### src/rtl/adc_port_pkg.sv
/*
  Shared constants and types for the parallel host port of an
  eight-channel converter: frame layout, register addresses, CRC setup.
  Assumes both ends and the bench compile this package first.
*/
package adc_port_pkg;
  localparam int DATA_WIDTH = 16;
  localparam int CHANNEL_COUNT = 8;
  localparam logic [6:0] ADDR_MODE_EXIT = 7'h00;
  localparam logic [6:0] ADDR_CONFIG = 7'h02;
  localparam logic [6:0] ADDR_INTERFACE = 7'h21;
  localparam logic [6:0] ADDR_DIGITAL_ERROR = 7'h22;
  localparam int CONFIG_STATUS_BIT = 6;
  localparam int INTERFACE_CRC_BIT = 2;
  localparam int CMD_READ_BIT = 15;
  localparam int HEADER_RESET_BIT = 7;
  localparam int HEADER_DIGITAL_BIT = 6;
  localparam int HEADER_OPEN_BIT = 5;
  localparam int HEADER_OVER_BIT = 4;
  localparam int HEADER_UNDER_BIT = 3;
  localparam logic [7:0] REG_RESET_VALUE = 8'h00;
  localparam logic [15:0] CRC_POLY = 16'h1021;
  localparam logic [15:0] CRC_SEED = 16'hFFFF;
  localparam logic [2:0] FIRST_CHANNEL = 3'h0;
  localparam logic [2:0] LAST_CHANNEL = 3'h7;
  localparam int BUFFER_DEPTH = 2;

  typedef enum logic [1:0] {
    PHASE_DATA,
    PHASE_HEADER,
    PHASE_CRC,
    PHASE_DONE
  } read_phase_type;

  // One CRC step over a whole 16-bit word, most significant bit first.
  function automatic logic [15:0] crc_step(input logic [15:0] crc, input logic [15:0] word);
    logic [15:0] c;
    c = crc;
    for (int i = 15; i >= 0; i--) begin
      c = (c[15] ^ word[i]) ? ((c << 1) ^ CRC_POLY) : (c << 1);
    end
    return c;
  endfunction
endpackage

### src/rtl/adc_port_if.sv
/*
  Pin-level carrier between the converter port and the host.
  Assumes the bench resolves the shared bus from the two enables.
*/
interface adc_port_if;
  logic chip_select_n;
  logic read_strobe_n;
  logic write_strobe_n;
  logic interface_select;
  logic busy;
  logic [15:0] host_data_out;
  logic host_data_oe;
  logic [15:0] dev_data_out;
  logic dev_data_oe;
  logic [15:0] data_in;
  logic first_channel_flag;
  logic first_channel_flag_oe;

  modport device (
    input chip_select_n, read_strobe_n, write_strobe_n, interface_select, busy, data_in,
    output dev_data_out, dev_data_oe, first_channel_flag, first_channel_flag_oe
  );
  modport host (
    output chip_select_n, read_strobe_n, write_strobe_n, interface_select, host_data_out,
    output host_data_oe,
    input busy, data_in, first_channel_flag, first_channel_flag_oe
  );
endinterface

### src/rtl/adc_port_device.sv
/*
  Converter end of the parallel port: result registers, channel sequencer,
  status header, CRC trailer and the two-frame register access.
  Assumes strobes and busy come from another domain and are synchronised here.
*/
//
// Contract
// [RULE1] Host keeps interface select low for parallel.
// [RULE2] Chip select gates the bus drivers.
// [RULE3] Each read falling edge steps channels 1 to 8.
// [RULE4] Results readable after busy falls; else previous.
// [RULE5] Tied strobes enable and advance together.
// [RULE6] First-channel flag high on channel 1 read.
// [RULE7] Busy falling edge loads output result registers.
// [RULE8] Host never reads across busy falling edge; host only blocks a command start in the cycle busy_falling is high.
// [RULE9] CRC enable appends CRC after channel 8.
// [RULE10] CRC covers every word put on bus.
// [RULE11] Status enable adds header frame per channel.
// [RULE12] Header holds reset, fault, open, over, under, index.
// [RULE13] Channel index is zero-based binary.
// [RULE14] Register mode drives only during read strobe.
// [RULE15] Read command latches address, enters register mode.
// [RULE16] Next read returns 0, address, register content.
// [RULE17] Write frame bit15 zero carries address and data.
// [RULE18] Host reads a register before writing a series.
// [RULE19] Write to address zero returns to ADC mode.
// [RULE20] Software mode needs all oversampling inputs high.
// [RULE21] CRC polynomial and seed are shared parameters.
// [RULE22] Sequencer restarts at channel 1 on reload.
module adc_port_device
  import adc_port_pkg::*;
(
  input wire logic core_clk,
  input wire logic reset,
  input wire logic clk_en,
  adc_port_if.device port,
  input wire logic [2:0] oversampling_select,
  input wire logic [15:0] result_data [CHANNEL_COUNT],
  input wire logic [7:0] channel_diag [CHANNEL_COUNT],
  input wire logic result_valid,
  output logic result_ready,
  output logic register_mode,
  output logic [7:0] config_reg,
  output logic [7:0] interface_reg
);
  // Synchroniser stages for the pins; the second stage and its one-cycle-old copy are read.
  logic [4:0] sync_a, sync_b, sync_prev;
  logic [2:0] mode_a, mode_b;
  logic [15:0] data_a, data_b;
  logic cs_n, rd_n, wr_n, busy_s, sel_s;
  logic cs_fall, cs_rise, rd_fall, wr_rise, busy_fall;

  // Two-entry buffer between the converter and the result registers.
  logic [16*CHANNEL_COUNT-1:0] buf_mem [BUFFER_DEPTH];
  logic [8*CHANNEL_COUNT-1:0] diag_mem [BUFFER_DEPTH];
  logic buf_wr_ptr, buf_rd_ptr;
  logic [1:0] buf_count;
  logic [16*CHANNEL_COUNT-1:0] packed_res;
  logic [8*CHANNEL_COUNT-1:0] packed_diag;

  logic [15:0] results [CHANNEL_COUNT];
  logic [7:0] diags [CHANNEL_COUNT];
  logic [2:0] channel, next_channel;
  read_phase_type phase, next_phase;
  logic [15:0] crc, next_crc, out_word, next_out_word;
  logic out_oe, next_out_oe, flag, next_flag, flag_oe, next_flag_oe;
  logic reg_mode, next_reg_mode, reset_seen, next_reset_seen, soft_mode;
  logic [6:0] reg_addr, next_reg_addr;
  logic [7:0] cfg, next_cfg, intf, next_intf, header, reg_value;

  assign cs_n = sync_b[0];
  assign rd_n = sync_b[1];
  assign wr_n = sync_b[2];
  assign busy_s = sync_b[3];
  assign sel_s = sync_b[4];
  assign cs_fall = sync_prev[0] & ~cs_n;
  assign cs_rise = ~sync_prev[0] & cs_n;
  assign rd_fall = sync_prev[1] & ~rd_n;
  assign wr_rise = ~sync_prev[2] & wr_n;
  assign busy_fall = sync_prev[3] & ~busy_s;
  assign soft_mode = &mode_b; // RULE20
  assign result_ready = (buf_count != 2'(BUFFER_DEPTH));

  // Pack the converter words so the buffer entry is one vector.
  genvar g;
  generate
    for (g = 0; g < CHANNEL_COUNT; g++) begin : g_pack
      assign packed_res[16*g +: 16] = result_data[g];
      assign packed_diag[8*g +: 8] = channel_diag[g];
    end
  endgenerate

  // Header for the channel currently being read.
  always_comb begin
    header = diags[channel];
    header[HEADER_RESET_BIT] = reset_seen; // RULE12
    header[HEADER_DIGITAL_BIT] = diags[channel][HEADER_DIGITAL_BIT];
    header[2:0] = channel; // RULE13
  end

  // Register read mux over the registers this port owns.
  always_comb begin
    case (reg_addr)
      ADDR_CONFIG: reg_value = cfg;
      ADDR_INTERFACE: reg_value = intf;
      ADDR_DIGITAL_ERROR: reg_value = {7'h00, reset_seen};
      default: reg_value = REG_RESET_VALUE;
    endcase
  end

  // Next-state logic of sequencer, register access and drivers.
  always_comb begin
    next_channel = channel;
    next_phase = phase;
    next_crc = crc;
    next_out_word = out_word;
    next_out_oe = out_oe;
    next_flag = flag;
    next_flag_oe = flag_oe;
    next_reg_mode = reg_mode;
    next_reg_addr = reg_addr;
    next_cfg = cfg;
    next_intf = intf;
    next_reset_seen = reset_seen;
    if (cs_fall) begin
      next_flag_oe = 1'b1; // RULE6
      next_out_oe = ~reg_mode; // RULE2
    end
    if (rd_fall && !cs_n && !reg_mode) begin
      next_out_oe = 1'b1; // RULE5
      next_flag = (phase == PHASE_DATA) && (channel == FIRST_CHANNEL); // RULE6
      case (phase)
        PHASE_DATA: begin
          next_out_word = results[channel]; // RULE3
          next_crc = crc_step(crc, results[channel]); // RULE10
          if (soft_mode && cfg[CONFIG_STATUS_BIT]) begin
            next_phase = PHASE_HEADER; // RULE11
          end else if (channel != LAST_CHANNEL) begin
            next_channel = channel + 3'h1;
          end else begin
            next_phase = (soft_mode && intf[INTERFACE_CRC_BIT]) ? PHASE_CRC : PHASE_DONE;
          end
        end
        PHASE_HEADER: begin
          next_out_word = {header, 8'h00}; // RULE11
          next_crc = crc_step(crc, {header, 8'h00}); // RULE10
          next_reset_seen = 1'b0;
          if (channel != LAST_CHANNEL) begin
            next_channel = channel + 3'h1;
            next_phase = PHASE_DATA;
          end else begin
            next_phase = (soft_mode && intf[INTERFACE_CRC_BIT]) ? PHASE_CRC : PHASE_DONE;
          end
        end
        PHASE_CRC: begin
          next_out_word = crc; // RULE9
          next_phase = PHASE_DONE;
        end
        default: begin
          next_out_word = 16'h0000;
        end
      endcase
    end
    if (rd_fall && !cs_n && reg_mode) begin
      next_out_oe = 1'b1; // RULE14
      next_out_word = {1'b0, reg_addr, reg_value}; // RULE16
    end
    if (wr_rise && !cs_n && soft_mode && !sel_s) begin
      if (data_b[CMD_READ_BIT]) begin
        next_reg_addr = data_b[14:8]; // RULE15
        next_reg_mode = 1'b1;
      end else begin
        case (data_b[14:8]) // RULE17
          ADDR_CONFIG: next_cfg = data_b[7:0];
          ADDR_INTERFACE: next_intf = data_b[7:0];
          default: next_cfg = cfg;
        endcase
        if (data_b[14:8] == ADDR_MODE_EXIT) begin
          next_reg_mode = 1'b0; // RULE19
        end
      end
    end
    if (reg_mode && (rd_n || cs_n)) begin
      next_out_oe = 1'b0; // RULE14
    end
    if (busy_fall) begin
      next_channel = FIRST_CHANNEL; // RULE22
      next_phase = PHASE_DATA;
      next_crc = CRC_SEED; // RULE21
    end
    if (cs_rise || cs_n) begin
      next_out_oe = 1'b0; // RULE2
      next_flag_oe = 1'b0;
    end
  end

  // Pin synchronisers and edge history.
  always_ff @(posedge core_clk) begin
    if (reset) begin
      sync_a <= 5'h07; // Busy and select idle low, so no false edge follows reset.
      sync_b <= 5'h07;
      sync_prev <= 5'h07;
      mode_a <= 3'h0;
      mode_b <= 3'h0;
      data_a <= 16'h0000;
      data_b <= 16'h0000;
    end else if (clk_en) begin
      sync_a <= {port.interface_select, port.busy, port.write_strobe_n, port.read_strobe_n,
                 port.chip_select_n};
      sync_b <= sync_a;
      sync_prev <= sync_b;
      mode_a <= oversampling_select;
      mode_b <= mode_a;
      data_a <= port.data_in;
      data_b <= data_a;
    end
  end

  // Buffer and result registers; busy falling edge pops a fresh set when one is buffered.
  always_ff @(posedge core_clk) begin
    if (reset) begin
      buf_wr_ptr <= 1'b0;
      buf_rd_ptr <= 1'b0;
      buf_count <= 2'h0;
      for (int i = 0; i < CHANNEL_COUNT; i++) begin
        results[i] <= 16'h0000;
        diags[i] <= 8'h00;
      end
    end else if (clk_en) begin
      if (result_valid && result_ready) begin
        buf_mem[buf_wr_ptr] <= packed_res;
        diag_mem[buf_wr_ptr] <= packed_diag;
        buf_wr_ptr <= ~buf_wr_ptr;
      end
      if (busy_fall && buf_count != 2'h0) begin // RULE4
        for (int i = 0; i < CHANNEL_COUNT; i++) begin
          results[i] <= buf_mem[buf_rd_ptr][16*i +: 16]; // RULE7
          diags[i] <= diag_mem[buf_rd_ptr][8*i +: 8];
        end
        buf_rd_ptr <= ~buf_rd_ptr;
      end
      buf_count <= buf_count + 2'(result_valid && result_ready)
                   - 2'(busy_fall && buf_count != 2'h0);
    end
  end

  // Sequencer, register and driver state.
  always_ff @(posedge core_clk) begin
    if (reset) begin
      channel <= FIRST_CHANNEL;
      phase <= PHASE_DATA;
      crc <= CRC_SEED;
      out_word <= 16'h0000;
      out_oe <= 1'b0;
      flag <= 1'b0;
      flag_oe <= 1'b0;
      reg_mode <= 1'b0;
      reg_addr <= 7'h00;
      cfg <= REG_RESET_VALUE;
      intf <= REG_RESET_VALUE;
      reset_seen <= 1'b1;
    end else if (clk_en) begin
      channel <= next_channel;
      phase <= next_phase;
      crc <= next_crc;
      out_word <= next_out_word;
      out_oe <= next_out_oe;
      flag <= next_flag;
      flag_oe <= next_flag_oe;
      reg_mode <= next_reg_mode;
      reg_addr <= next_reg_addr;
      cfg <= next_cfg;
      intf <= next_intf;
      reset_seen <= next_reset_seen;
    end
  end

  assign port.dev_data_out = out_word;
  assign port.dev_data_oe = out_oe;
  assign port.first_channel_flag = flag;
  assign port.first_channel_flag_oe = flag_oe;
  assign register_mode = reg_mode;
  assign config_reg = cfg;
  assign interface_reg = intf;
endmodule

### src/flat_wrapper.sv
// flat-port wrapper written by rule: the top's interface ports become plain ports
module adc_port_device_flat import adc_port_pkg::*;
  (core_clk, reset, clk_en, oversampling_select, result_data, channel_diag, result_valid, result_ready, register_mode, config_reg, interface_reg, port_chip_select_n, port_read_strobe_n, port_write_strobe_n, port_interface_select, port_busy, port_data_in, port_dev_data_out, port_dev_data_oe, port_first_channel_flag, port_first_channel_flag_oe);
  adc_port_if port_i ();
  input wire logic core_clk;
  input wire logic reset;
  input wire logic clk_en;
  input wire logic [2:0] oversampling_select;
  input wire logic [15:0] result_data[CHANNEL_COUNT];
  input wire logic [7:0] channel_diag[CHANNEL_COUNT];
  input wire logic result_valid;
  output logic result_ready;
  output logic register_mode;
  output logic [7:0] config_reg;
  output logic [7:0] interface_reg;
  input wire logic [$bits(port_i.chip_select_n)-1:0] port_chip_select_n;
  input wire logic [$bits(port_i.read_strobe_n)-1:0] port_read_strobe_n;
  input wire logic [$bits(port_i.write_strobe_n)-1:0] port_write_strobe_n;
  input wire logic [$bits(port_i.interface_select)-1:0] port_interface_select;
  input wire logic [$bits(port_i.busy)-1:0] port_busy;
  input wire logic [$bits(port_i.data_in)-1:0] port_data_in;
  output wire logic [$bits(port_i.dev_data_out)-1:0] port_dev_data_out;
  output wire logic [$bits(port_i.dev_data_oe)-1:0] port_dev_data_oe;
  output wire logic [$bits(port_i.first_channel_flag)-1:0] port_first_channel_flag;
  output wire logic [$bits(port_i.first_channel_flag_oe)-1:0] port_first_channel_flag_oe;
  assign port_i.chip_select_n = port_chip_select_n;
  assign port_i.read_strobe_n = port_read_strobe_n;
  assign port_i.write_strobe_n = port_write_strobe_n;
  assign port_i.interface_select = port_interface_select;
  assign port_i.busy = port_busy;
  assign port_i.data_in = port_data_in;
  assign port_dev_data_out = port_i.dev_data_out;
  assign port_dev_data_oe = port_i.dev_data_oe;
  assign port_first_channel_flag = port_i.first_channel_flag;
  assign port_first_channel_flag_oe = port_i.first_channel_flag_oe;
  adc_port_device u_core (.core_clk(core_clk), .reset(reset), .clk_en(clk_en), .port(port_i), .oversampling_select(oversampling_select), .result_data(result_data), .channel_diag(channel_diag), .result_valid(result_valid), .result_ready(result_ready), .register_mode(register_mode), .config_reg(config_reg), .interface_reg(interface_reg));
endmodule
### config.mk
export PLATFORM = sky130hd
export DESIGN_NAME = adc_port_device_flat
export DESIGN_NICKNAME = d
export VERILOG_FILES = /design/src/rtl/adc_port_pkg.sv /design/src/rtl/adc_port_if.sv /design/src/rtl/adc_port_device.sv /design/src/flat_wrapper.sv
export SDC_FILE = /design/constraint.sdc
export NUM_CORES = 1
export LEC_CHECK = 0
export ABC_CLOCK_PERIOD_IN_PS = 18200
export BUFFER_PORTS_ARGS = -buffer_cell sky130_fd_sc_hd__buf_4
export CAP_MARGIN = 40
export CORE_ASPECT_RATIO = 1.2
export CORE_MARGIN = 10
export CORE_UTILIZATION = 45
export CTS_BUF_LIST = sky130_fd_sc_hd__clkbuf_4 sky130_fd_sc_hd__clkbuf_8
export DETAILED_ROUTE_END_ITERATION = 8
export PLACE_DENSITY = 0.67
export SYNTH_ARGS = -nofsm -noshare
export SYNTH_HDL_FRONTEND = slang
export SYNTH_SLANG_ARGS = --single-unit
export TNS_END_PERCENT = 20
### constraint.sdc
create_clock -name core_clk -period 18.2 [get_ports core_clk]
set_clock_uncertainty 0.15 [all_clocks]
set_input_delay 3.64 -clock core_clk [delete_from_list [all_inputs] [get_ports core_clk]]
set_output_delay 3.64 -clock core_clk [all_outputs]
set_load 0.02 [all_outputs]
==> flow_metrics.env, run 1 <==
export IMPL_drive_above_1_share_pct=24.07
export IMPL_synth_simple_area_share_pct=6.740
export IMPL_initial_core_util_pct=45.40
export IMPL_yosysMostFrequentCell="edfxtp_1"
export IMPL_async_flop_share_pct=0
export IMPL_synth_compound_area_share_pct=3.653
export IMPL_worstSetupPathType="in -> reg"
export IMPL_core_sq_mm=0.05364
export IMPL_slowest_delay_ns=0.79
export IMPL_postSynthCellCount=1615
export IMPL_cts_sinks=605
export IMPL_dieArea_sq_mm=0.06387
export IMPL_synth_common_cells="480 x edfxtp_1, 281 x nor2_1, 240 x mux2i_1"
export IMPL_fmax_ghz=0.1654
export IMPL_post_cts_setup_buffers=0
export IMPL_tightest_slew_ns=0.9571
export IMPL_synth_cell_type_count=67
export IMPL_firstDrtPassIters=5
export IMPL_cts_max_level=3
export IMPL_io_pins=257
export IMPL_synth_top_cell_area_share_pct=59.18
export IMPL_synth_xor_xnor_area_share_pct=4.320
export IMPL_yosysWarnings=0
export IMPL_area_growth_pct=18.69
export IMPL_synth_area_leaders="edfxtp_1 59%, dfxtp_1 10%, mux2i_1 9.9%"
export IMPL_diodes=0
export IMPL_setup_violations=0
export IMPL_syn_area_sq_mm=0.02436
export IMPL_drc=0
export IMPL_rows=93
export IMPL_path_max_fanout=63
export IMPL_cts_tree="built"
export IMPL_reg_top3="u_core.buf_mem x256, u_core.results x128, u_core.diag_mem x64"
export IMPL_p_per_area_mw_per_mm2=99.34
export IMPL_io_buffers=224
export IMPL_numCtsBuffers=95
export IMPL_die_w_microns=232.4
export IMPL_drt_wl_total_microns=54760
export IMPL_slew_headroom_pct=36.20
export IMPL_startpoint_type="primary input"
export IMPL_status="complete, no violations"
export IMPL_rsz0062_at_grt="no"
export IMPL_regMostFlops="u_core.buf_mem"
export IMPL_die_h_microns=274.9
export IMPL_required_ns=18.38
export IMPL_vias_per_cell=5.135
export IMPL_p_leak_uw=0.01025
export IMPL_power_total_uw=2872
export IMPL_cts_buffer_depth=3
export IMPL_cpMaxStageDelayCell="buf_4"
export IMPL_worst_ir_drop_vdd_mv=0.06132
export IMPL_hold_path_class="reg -> reg"
export IMPL_synth_nets=1843
export IMPL_setup_tns_final_ns=0
export IMPL_clk_pin_slew_worst_paths_ns=0.06
export IMPL_grt_pass1_vias=14314
export IMPL_synth_top_cell_by_area="edfxtp_1"
export IMPL_clkLatencyLatePin_ns=0.69
export IMPL_dp_hpwl_microns=36900
export IMPL_syn_mean_instance_area_sq_um=15.08
export IMPL_crit_chain="buf_4 -> nor2b_1 -> and3_4 -> buf_4 -> buf_4 -> buf_16"
export IMPL_grt_pass1_wl_microns=83500
export IMPL_synth_edf_count=480
export IMPL_hold_viol_final=0
export IMPL_worstSetupEndpointType="flip-flop"
export IMPL_place_congestion=0.8534
export IMPL_nNetsFinal=2104
export IMPL_fillers=4350
export IMPL_synth_seq_cells=605
export IMPL_drv_cap=0
export IMPL_ys_seq_area_share_pct=69.45
export IMPL_drv_slew=0
export IMPL_largest_reg_flops=256
export IMPL_grt_overflow_total=0
export IMPL_yosys_most_used_dff="edfxtp_1"
export IMPL_grt_max_degree=146
export IMPL_drt_iter0_markers=857
export IMPL_wl_per_cell_microns=20.55
export IMPL_globalRouteTotalUtil_pct=17.08
export IMPL_antenna_found_initial=1
export IMPL_cts_root_buffer="clkbuf_8"
export IMPL_antenna_left=0
export IMPL_crit_arrival_ns=6.23
export IMPL_num_vias=13685
export IMPL_cts_resized=0
export IMPL_min_period_over_period_pct=33.21
export IMPL_synth_fa_ha_area_share_pct=0.4110
export IMPL_fin_crit_ns=6.044
export IMPL_hold_buffers=0
export IMPL_synth_top_family_by_area="multiplexers"
export IMPL_crit_top_cell="buf_4"
export IMPL_muxShareOfSynthArea_pct=13.57
-- kinds of logic after synthesis --
| kind of cell | after synthesis |
|---|---|
| muxes | 291 |
| and+or+nand+nor | 391 |
| buffers and inverters | 99 |
| DFF | 605 |
| xor gates and xnor gates | 100 |
| adders and majority gates | 8 |
| AOI/OAI and AO/OA | 121 |
-- power breakdown --
part           internal (uW)  switching, uW
registers               1530           13.6
clock network            642            519
logic                   78.3           88.5
-- worst paths after layout --
path	start	endpoint	slack, ns	depth (start not counted)
setup / recovery	clk_en	u_core.diag_mem[1][30]$_DFFE_PP_	12.16	6
hold / removal	u_core.sync_a[1]$_SDFFE_PP1P_	u_core.sync_b[1]$_SDFFE_PP1P_	0.31	1
setup reg to reg	flip-flop	u_core.crc[7]$_SDFFE_PP1P_	14.17	9
hold reg to reg	u_core.sync_a[1]$_SDFFE_PP1P_	u_core.sync_b[1]$_SDFFE_PP1P_	0.31	1
-- worst max-delay path: cells and delay by family --
family | cells | cell delay (ns)
and+or+nand+nor | 2 | 0.98
buffers and inverters | 4 | 1.50
-- metrics by stage --
stage / instance area, sq um / hold slack (ns) / worst slack (ns) / cells / util (%)
after CTS: 28910 / 0.3082 / 12.15 / 2665 / 53.89
after floorplan: 24360 / 0.2814 / 6.520 / 1615 / -
after global routing: 28910 / 0.3358 / 12.02 / 2665 / 53.89
after global placement: 26700 / 0.2918 / 11.18 / 2480 / 49.78
after detailed placement: 26950 / 0.2927 / 11.42 / 2491 / 50.24
final: 28910 / 0.3061 / 12.16 / 2665 / 53.89
-- per-layer routing --
metal	track usage [%]	up-vias	wire, microns
met5	0	-	12
met4	6.111	2	1234
met3	3.730	88	3132
met2	29.51	358	28050
met1	20.68	6723	22340
li1	-	6514	-
-- cell usage in the layout (no fill, tap or decap), drive strengths merged, types with 27 or more instances in the layout --
cell	n
nand2	37
buf	250
edfxtp	480
clkbuf	136
xnor2	60
mux4	27
dfxtp	125
clkinv	32
nor2	281
xor2	32
mux2i	243
-- cell type report --
class	instances	area, sq um	area share, %
flip-flops and latches	605	16930	58.55
well taps	712	890.9	3.082
clock inverters	38	270.3	0.9349
repair buffers	250	2051	7.094
inverters	13	48.80	0.1688
clock buffers	136	1690	5.847
multi-input cells	911	7032	24.32
No activity file was read; power rests on OpenSTA's default activity.
==> inputs of run 2 (changes only) <==
--- a/config.mk
+++ b/config.mk
@@ -5,7 +5,8 @@
 export SDC_FILE = /design/constraint.sdc
 export NUM_CORES = 1
 export LEC_CHECK = 0
-export ABC_CLOCK_PERIOD_IN_PS = 18200
+export ABC_AREA = 1
+export ABC_CLOCK_PERIOD_IN_PS = 5860
 export BUFFER_PORTS_ARGS = -buffer_cell sky130_fd_sc_hd__buf_4
 export CAP_MARGIN = 40
 export CORE_ASPECT_RATIO = 1.2
==> constraint.sdc (replaced) <==
create_clock -name core_clk -period 5.86 [get_ports core_clk]
set_clock_uncertainty 0.15 [all_clocks]
set_input_delay 1.172 -clock core_clk [delete_from_list [all_inputs] [get_ports core_clk]]
set_output_delay 1.172 -clock core_clk [all_outputs]
set_load 0.02 [all_outputs]
==> run 2 against run 1 <==
Net effect:
- count of clock-buffer cells in the layout shrank 8
- worst setup slack lost 10 ns
- synthesized cell count up 47%
- first-iteration DRC count increased by 82%
- critical path type is now reg -> reg
- critical endpoint is now u_core.crc[0]$_SDFFE_PP1P_
==> flow_metrics.env, run 2 <==
export IMPL_hold_path_class="reg -> reg"
export IMPL_p_leak_uw=0.01154
export IMPL_critical_path_top_delay_family="simple AND/OR/NAND/NOR gates"
export IMPL_rows=94
export IMPL_layout_common_cells="584 x nand2_1, 480 x edfxtp_1, 245 x buf_4"
export IMPL_status="complete, no violations"
export IMPL_firstDrtPassIters=5
export IMPL_synth_compound_area_share_pct=9.124
export IMPL_path_max_fanout=39
export IMPL_initial_core_util_pct=45.49
export IMPL_core_sq_mm=0.05493
export IMPL_yosysWarnings=0
export IMPL_hold_buffers=0
export IMPL_cts_resized=0
export IMPL_drive_above_1_share_pct=17.59
export IMPL_synth_seq_cells=605
export IMPL_grt_pass1_vias=18199
export IMPL_required_ns=6.25
export IMPL_fmax_ghz=0.2697
export IMPL_cts_max_level=3
export IMPL_numCtsBuffers=95
export IMPL_num_vias=18152
export IMPL_nNetsFinal=2839
export IMPL_drv_slew=0
export IMPL_startpoint_type="flip-flop"
export IMPL_synth_common_cells="586 x nand2_1, 480 x edfxtp_1, 234 x nor2_1"
export IMPL_muxShareOfSynthArea_pct=0
export IMPL_post_cts_setup_buffers=0
export IMPL_wl_met1_microns=28590
export IMPL_place_congestion=0.9014
export IMPL_drv_cap=0
export IMPL_drt_iter0_markers=1559
export IMPL_regMostFlops="u_core.buf_mem"
export IMPL_die_w_microns=235.1
export IMPL_cts_tree="built"
export IMPL_synth_cell_type_count=42
export IMPL_postSynthCellCount=2381
export IMPL_wl_met2_microns=37060
export IMPL_antenna_left=0
export IMPL_holdWs_ns=0.3095
export IMPL_fin_crit_ns=3.708
export IMPL_crit_arrival_ns=4.10
export IMPL_crit_top_cell="nand2_1"
export IMPL_slew_headroom_pct=39.83
export IMPL_cts_sinks=605
export IMPL_drc=0
export IMPL_ys_seq_area_share_pct=67.70
export IMPL_synth_top_family_by_area="simple AND/OR/NAND/NOR gates"
export IMPL_path_buf_inv=2
export IMPL_synth_edf_count=480
export IMPL_largest_reg_flops=256
export IMPL_io_pins=257
export IMPL_hold_viol_final=0
export IMPL_setup_tns_final_ns=0
export IMPL_grt_max_degree=116
export IMPL_syn_area_sq_mm=0.02499
export IMPL_slowest_delay_ns=0.81
export IMPL_worst_ir_drop_vdd_mv=0.1948
export IMPL_die_h_microns=278.1
export IMPL_met3_length_microns=3744
export IMPL_drt_wl_total_microns=71970
export IMPL_async_flop_share_pct=0
export IMPL_final_util_pct=53.34
export IMPL_final_common_cell="nand2_1"
export IMPL_dp_hpwl_microns=48180
export IMPL_clk_pin_slew_worst_paths_ns=0.06
export IMPL_reg_top3="u_core.buf_mem x256, u_core.results x128, u_core.diag_mem x64"
export IMPL_grt_overflow_total=0
export IMPL_cts_root_buffer="clkbuf_8"
export IMPL_setup_violations=0
export IMPL_cpMaxStageDelayCell="dfxtp_2"
export IMPL_synth_fa_ha_area_share_pct=0.4006
export IMPL_vias_per_cell=5.339
export IMPL_p_per_area_mw_per_mm2=319.7
export IMPL_yosysMostFrequentCell="nand2_1"
export IMPL_antenna_found_initial=1
export IMPL_synth_simple_area_share_pct=17.88
export IMPL_wl_per_cell_microns=21.17
export IMPL_synth_xor_xnor_area_share_pct=0.6259
export IMPL_area_growth_pct=17.26
export IMPL_synth_area_leaders="edfxtp_1 58%, dfxtp_1 10%, nand2_1 8.8%"
export IMPL_clkLatencyLatePin_ns=0.71
export IMPL_crit_chain="buf_4 -> nand2_1 -> nand3_1 -> nand3_2 -> nand2_1 -> nand2_1 -> nand2_1 -> nand2_2 -> nand2_2 -> nand2_1 -> nand2_1 -> inv_2 -> nand2_2 -> nand2_2 -> nand2_1 -> nand3_1 -> o21ai_1 -> nand2_1"
export IMPL_cts_buffer_depth=3
export IMPL_synth_top_cell_area_share_pct=57.69
export IMPL_worstSetupEndpointType="flip-flop"
export IMPL_grt_pass1_wl_microns=108800
export IMPL_tightest_slew_ns=0.9025
export IMPL_synth_top_cell_by_area="edfxtp_1"
export IMPL_rsz0062_at_grt="no"
export IMPL_dieArea_sq_mm=0.06539
export IMPL_synth_nets=2609
export IMPL_min_period_over_period_pct=63.28
export IMPL_routed_top_layer="met4"
export IMPL_globalRouteTotalUtil_pct=21.42
export IMPL_yosys_most_used_dff="edfxtp_1"
export IMPL_worstSetupPathType="reg -> reg"
export IMPL_io_buffers=224
export IMPL_syn_mean_instance_area_sq_um=10.49
==> run 2: changes by cell type after synthesis, moves of 21 or more <==
cell,previous run,this run
nor2_1,281,234
inv_1,13,119
nand2_1,37,586
mux4_2,27,0
nand2_2,0,32
clkbuf_1,56,89
o21ai_0,10,158
xnor2_1,56,3
mux2i_1,240,0
a21oi_1,20,206
nand3_1,4,180
nor2b_1,21,0
==> run 2: through the flow <==
stage | instance area [sq um] | instances | worst slack [ns] | power (uW)
floorplan | 25040 | 2381 | -0.06970 | 5542
global placement | 27300 | 3228 | 1.942 | 5926
detailed placement | 27440 | 3234 | 1.947 | 5947
CTS | 29290 | 3398 | 2.174 | 9454
global route | 29300 | 3400 | 1.989 | 9755
finish | 29300 | 3400 | 2.152 | 9368
==> run 2: kinds of logic after synthesis <==
group	Yosys count
and+or+nand+nor	1065
DFF	605
adders and majority gates	8
AOI/OAI and AO/OA	433
xor gates and xnor gates	17
buffers and inverters	253
==> run 2: area by class of cell <==
type,instances,area (sq um)
fillers,4776,25630
inverters,131,496.7
clock inverters,36,266.5
clock buffers,128,1587
repair buffers,255,2069
well taps,720,900.9
diodes,2,5.005
multi-input cells,1523,7053
flip-flops and latches,605,16920
==> run 2: worst register-to-register path, delay by kind of cell (launching register included) <==
| kind | cells | cell delay, ns |
|---|---|---|
| AND/OR/NAND/NOR | 15 | 1.89 |
| flip-flops | 1 | 0.81 |
| AO/OA/AOI/OAI | 1 | 0.08 |
| buffers and inverters | 2 | 0.59 |
==> run 2: final timing paths <==
path                                      start                            end  slack [ns]  cells past startpoint
hold reg to reg   u_core.sync_a[2]$_SDFFE_PP1P_  u_core.sync_a[2]$_SDFFE_PP1P_        0.31                      2
hold / removal    u_core.sync_a[2]$_SDFFE_PP1P_  u_core.sync_a[2]$_SDFFE_PP1P_        0.31                      2
setup / recovery                      flip-flop     u_core.crc[0]$_SDFFE_PP1P_        2.15                     18
setup reg to reg                      flip-flop     u_core.crc[0]$_SDFFE_PP1P_        2.15                     18
==> run 2: power by group <==
part / switching (uW) / internal [uW] / total [uW]
registers: 62.8 / 4780 / 4840
clock network: 1620 / 1890 / 3500
logic: 689 / 333 / 1020
==> run 2: routing by layer <==
| metal | vias to the layer above | global-route usage (%) |
|---|---|---|
| li1 | 8646 | - |
| met1 | 8814 | 25.52 |
| met2 | 572 | 37.66 |
| met3 | 120 | 3.381 |
| met4 | 0 | 9.488 |
| met5 | - | 0 |
==> inputs of run 3 (changes only) <==
--- a/config.mk
+++ b/config.mk
@@ -6,7 +6,7 @@
 export NUM_CORES = 1
 export LEC_CHECK = 0
 export ABC_AREA = 1
-export ABC_CLOCK_PERIOD_IN_PS = 5860
+export ABC_CLOCK_PERIOD_IN_PS = 3500
 export BUFFER_PORTS_ARGS = -buffer_cell sky130_fd_sc_hd__buf_4
 export CAP_MARGIN = 40
 export CORE_ASPECT_RATIO = 1.2
==> constraint.sdc (replaced) <==
create_clock -name core_clk -period 3.5 [get_ports core_clk]
set_clock_uncertainty 0.15 [all_clocks]
set_input_delay 0.7 -clock core_clk [delete_from_list [all_inputs] [get_ports core_clk]]
set_output_delay 0.7 -clock core_clk [all_outputs]
set_load 0.02 [all_outputs]
==> run 3 against run 2 <==
Net effect:
- final cell count up 1.1%
- die area unchanged
- routed wire length down 1.5%
- fmax up 28%
- count of clock-buffer cells in the layout up 9
- worst hold slack worse by 0.26 ns
- register-to-register slack worse by 1.6 ns
- non-clock buffer count up 37
==> flow_metrics.env, run 3 (synthesis results as in run 2) <==
export IMPL_drv_cap=0
export IMPL_holdWs_ns=0.05024
export IMPL_r2r_cells=15
export IMPL_cts_resized=0
export IMPL_antenna_left=0
export IMPL_crit_chain="inv_2 -> buf_4 -> nand3_1 -> nand2_1 -> nand2_1 -> nand2_1 -> xor2_1 -> nand3b_4 -> nand2_2 -> nand2_2 -> nand2_2 -> nand2_1 -> nand3_1 -> nand3_1 -> nand2_1"
export IMPL_post_cts_setup_buffers=0
export IMPL_grt_pass1_wl_microns=107000
export IMPL_drt_iter0_markers=1378
export IMPL_rsz0062_at_grt="no"
export IMPL_critical_path_top_delay_family="simple AND/OR/NAND/NOR gates"
export IMPL_setup_violations=0
export IMPL_required_ns=3.91
export IMPL_p_leak_uw=0.01175
export IMPL_fin_crit_ns=2.904
export IMPL_layout_common_cells="584 x nand2_1, 480 x edfxtp_1, 254 x buf_4"
export IMPL_clk_pin_slew_worst_paths_ns=0.06
export IMPL_regMostFlops="u_core.buf_mem"
export IMPL_dp_hpwl_microns=48660
export IMPL_cts_max_level=3
export IMPL_nNetsFinal=2874
export IMPL_slowest_delay_ns=0.34
export IMPL_rows=94
export IMPL_vias_per_cell=5.312
export IMPL_status="complete, no violations"
export IMPL_drt_wl_total_microns=70870
export IMPL_num_vias=18257
export IMPL_path_buf_inv=2
export IMPL_io_buffers=224
export IMPL_final_common_cell="nand2_1"
export IMPL_drv_slew=0
export IMPL_slew_headroom_pct=43.14
export IMPL_fmax_ghz=0.3444
export IMPL_post_dp_cell_area_sq_mm=0.02767
export IMPL_crit_arrival_ns=3.32
export IMPL_drc=0
export IMPL_drive_above_1_share_pct=18.30
export IMPL_antenna_found_initial=1
export IMPL_io_pins=257
export IMPL_initial_core_util_pct=45.49
export IMPL_r2r_end="u_core.crc[7]$_SDFFE_PP1P_"
export IMPL_worst_ir_drop_vdd_mv=0.3258
export IMPL_final_util_pct=54.04
export IMPL_numCtsBuffers=93
export IMPL_clkLatencyLatePin_ns=0.70
export IMPL_cts_sinks=605
export IMPL_dieArea_sq_mm=0.06539
export IMPL_startpoint_type="flip-flop"
export IMPL_firstDrtPassIters=5
export IMPL_hold_buffers=19
export IMPL_core_sq_mm=0.05493
export IMPL_cts_root_buffer="clkbuf_8"
export IMPL_fin_area_sq_mm=0.02968
export IMPL_hold_path_class="in -> reg"
export IMPL_setup_worst_path_end="u_core.crc[7]$_SDFFE_PP1P_"
export IMPL_cts_buffer_depth=3
export IMPL_path_max_fanout=12
export IMPL_die_h_microns=278.1
export IMPL_tightest_slew_ns=0.8529
export IMPL_fillers=4765
export IMPL_reg_top3="u_core.buf_mem x256, u_core.results x128, u_core.diag_mem x64"
export IMPL_crit_top_cell="nand2_1"
export IMPL_p_per_area_mw_per_mm2=526.3
export IMPL_place_congestion=0.9658
export IMPL_path_depth=15
export IMPL_grt_max_degree=122
export IMPL_largest_reg_flops=256
export IMPL_cpMaxStageDelayCell="dfxtp_1"
export IMPL_rrSetupSlack_ns=0.60
export IMPL_hold_viol_final=0
export IMPL_cts_tree="built"
export IMPL_grt_overflow_total=0
export IMPL_hold_depth=1
export IMPL_wl_per_cell_microns=20.62
export IMPL_area_growth_pct=18.78
export IMPL_grt_pass1_vias=18339
export IMPL_worstSetupPathType="reg -> reg"
export IMPL_globalRouteTotalUtil_pct=21.02
export IMPL_die_w_microns=235.1
export IMPL_min_period_over_period_pct=82.96
export IMPL_worstSetupEndpointType="flip-flop"
==> run 3: cell types whose count changed in the layout (fill, tap and decap cells not counted), sizes merged <==
cell         previous run  this run
dlygate4sd3             0        19
inv                   130       131
clkinv                 29        25
buf                   255       273
clkinvlp                5         2
clkbuf                128       137
bufinv                  3         1
diode                   2         1
==> run 3: worst min-delay path by stage <==
stage,startpoint,end,slack [ns]
after global routing,channel_diag[59],u_core.diag_mem[0][3]$_DFFE_PP_,0.01
after detailed placement,u_core.sync_prev[2]$_SDFFE_PP1P_,u_core.sync_prev[2]$_SDFFE_PP1P_,0.29
final,channel_diag[59],u_core.diag_mem[0][3]$_DFFE_PP_,0.05
after CTS,result_data[119],u_core.buf_mem[0][7]$_DFFE_PP_,0.0002
after global placement,u_core.sync_prev[2]$_SDFFE_PP1P_,u_core.sync_prev[2]$_SDFFE_PP1P_,0.28
after floorplan,u_core.sync_prev[2]$_SDFFE_PP1P_,u_core.sync_prev[2]$_SDFFE_PP1P_,0.27
==> run 3: power by group <==
part | internal, uW | switching (uW) | total [uW]
Combinational | 592 | 1140 | 1730
Clock | 3100 | 2700 | 5790
Sequential | 8000 | 99.5 | 8100
Total | 11700 | 3930 | 15600
==> run 3: metrics by stage <==
stage          std cells  power (uW)  setup WS (ns)  setup TNS (ns)
3_5_place_dp        3252        9946         0.6508               0
5_1_grt             3437       16270         0.3774               0
4_1_cts             3436       15730         0.6303               0
3_3_place_gp        3251        9916         0.6360               0
2_1_floorplan       2381        9272         -1.914         -448.53
6_report            3437       15620         0.5963               0
==> run 3: area by class of cell <==
cell class                      instances  area (sq um)  area share (%)
Sequential cell                       605         16920           57.01
Multi-Input combinational cell       1523          7062           23.79
Timing Repair Buffer                  292          2477           8.347
Clock buffer                          137          1654           5.573
Tap cell                              720         900.9           3.035
Inverter                              131         495.5           1.669
Clock inverter                         28         166.4          0.5607
Antenna cell                            1         2.502        0.008431
==> run 3: routing by layer <==
metal / track usage [%] / up-vias / wire length [microns]
li1: - / 8713 / -
met1: 25.22 / 8792 / 28220
met2: 36.49 / 632 / 36090
met3: 3.597 / 120 / 3977
met4: 9.422 / 0 / 2583
met5: 0 / - / 0
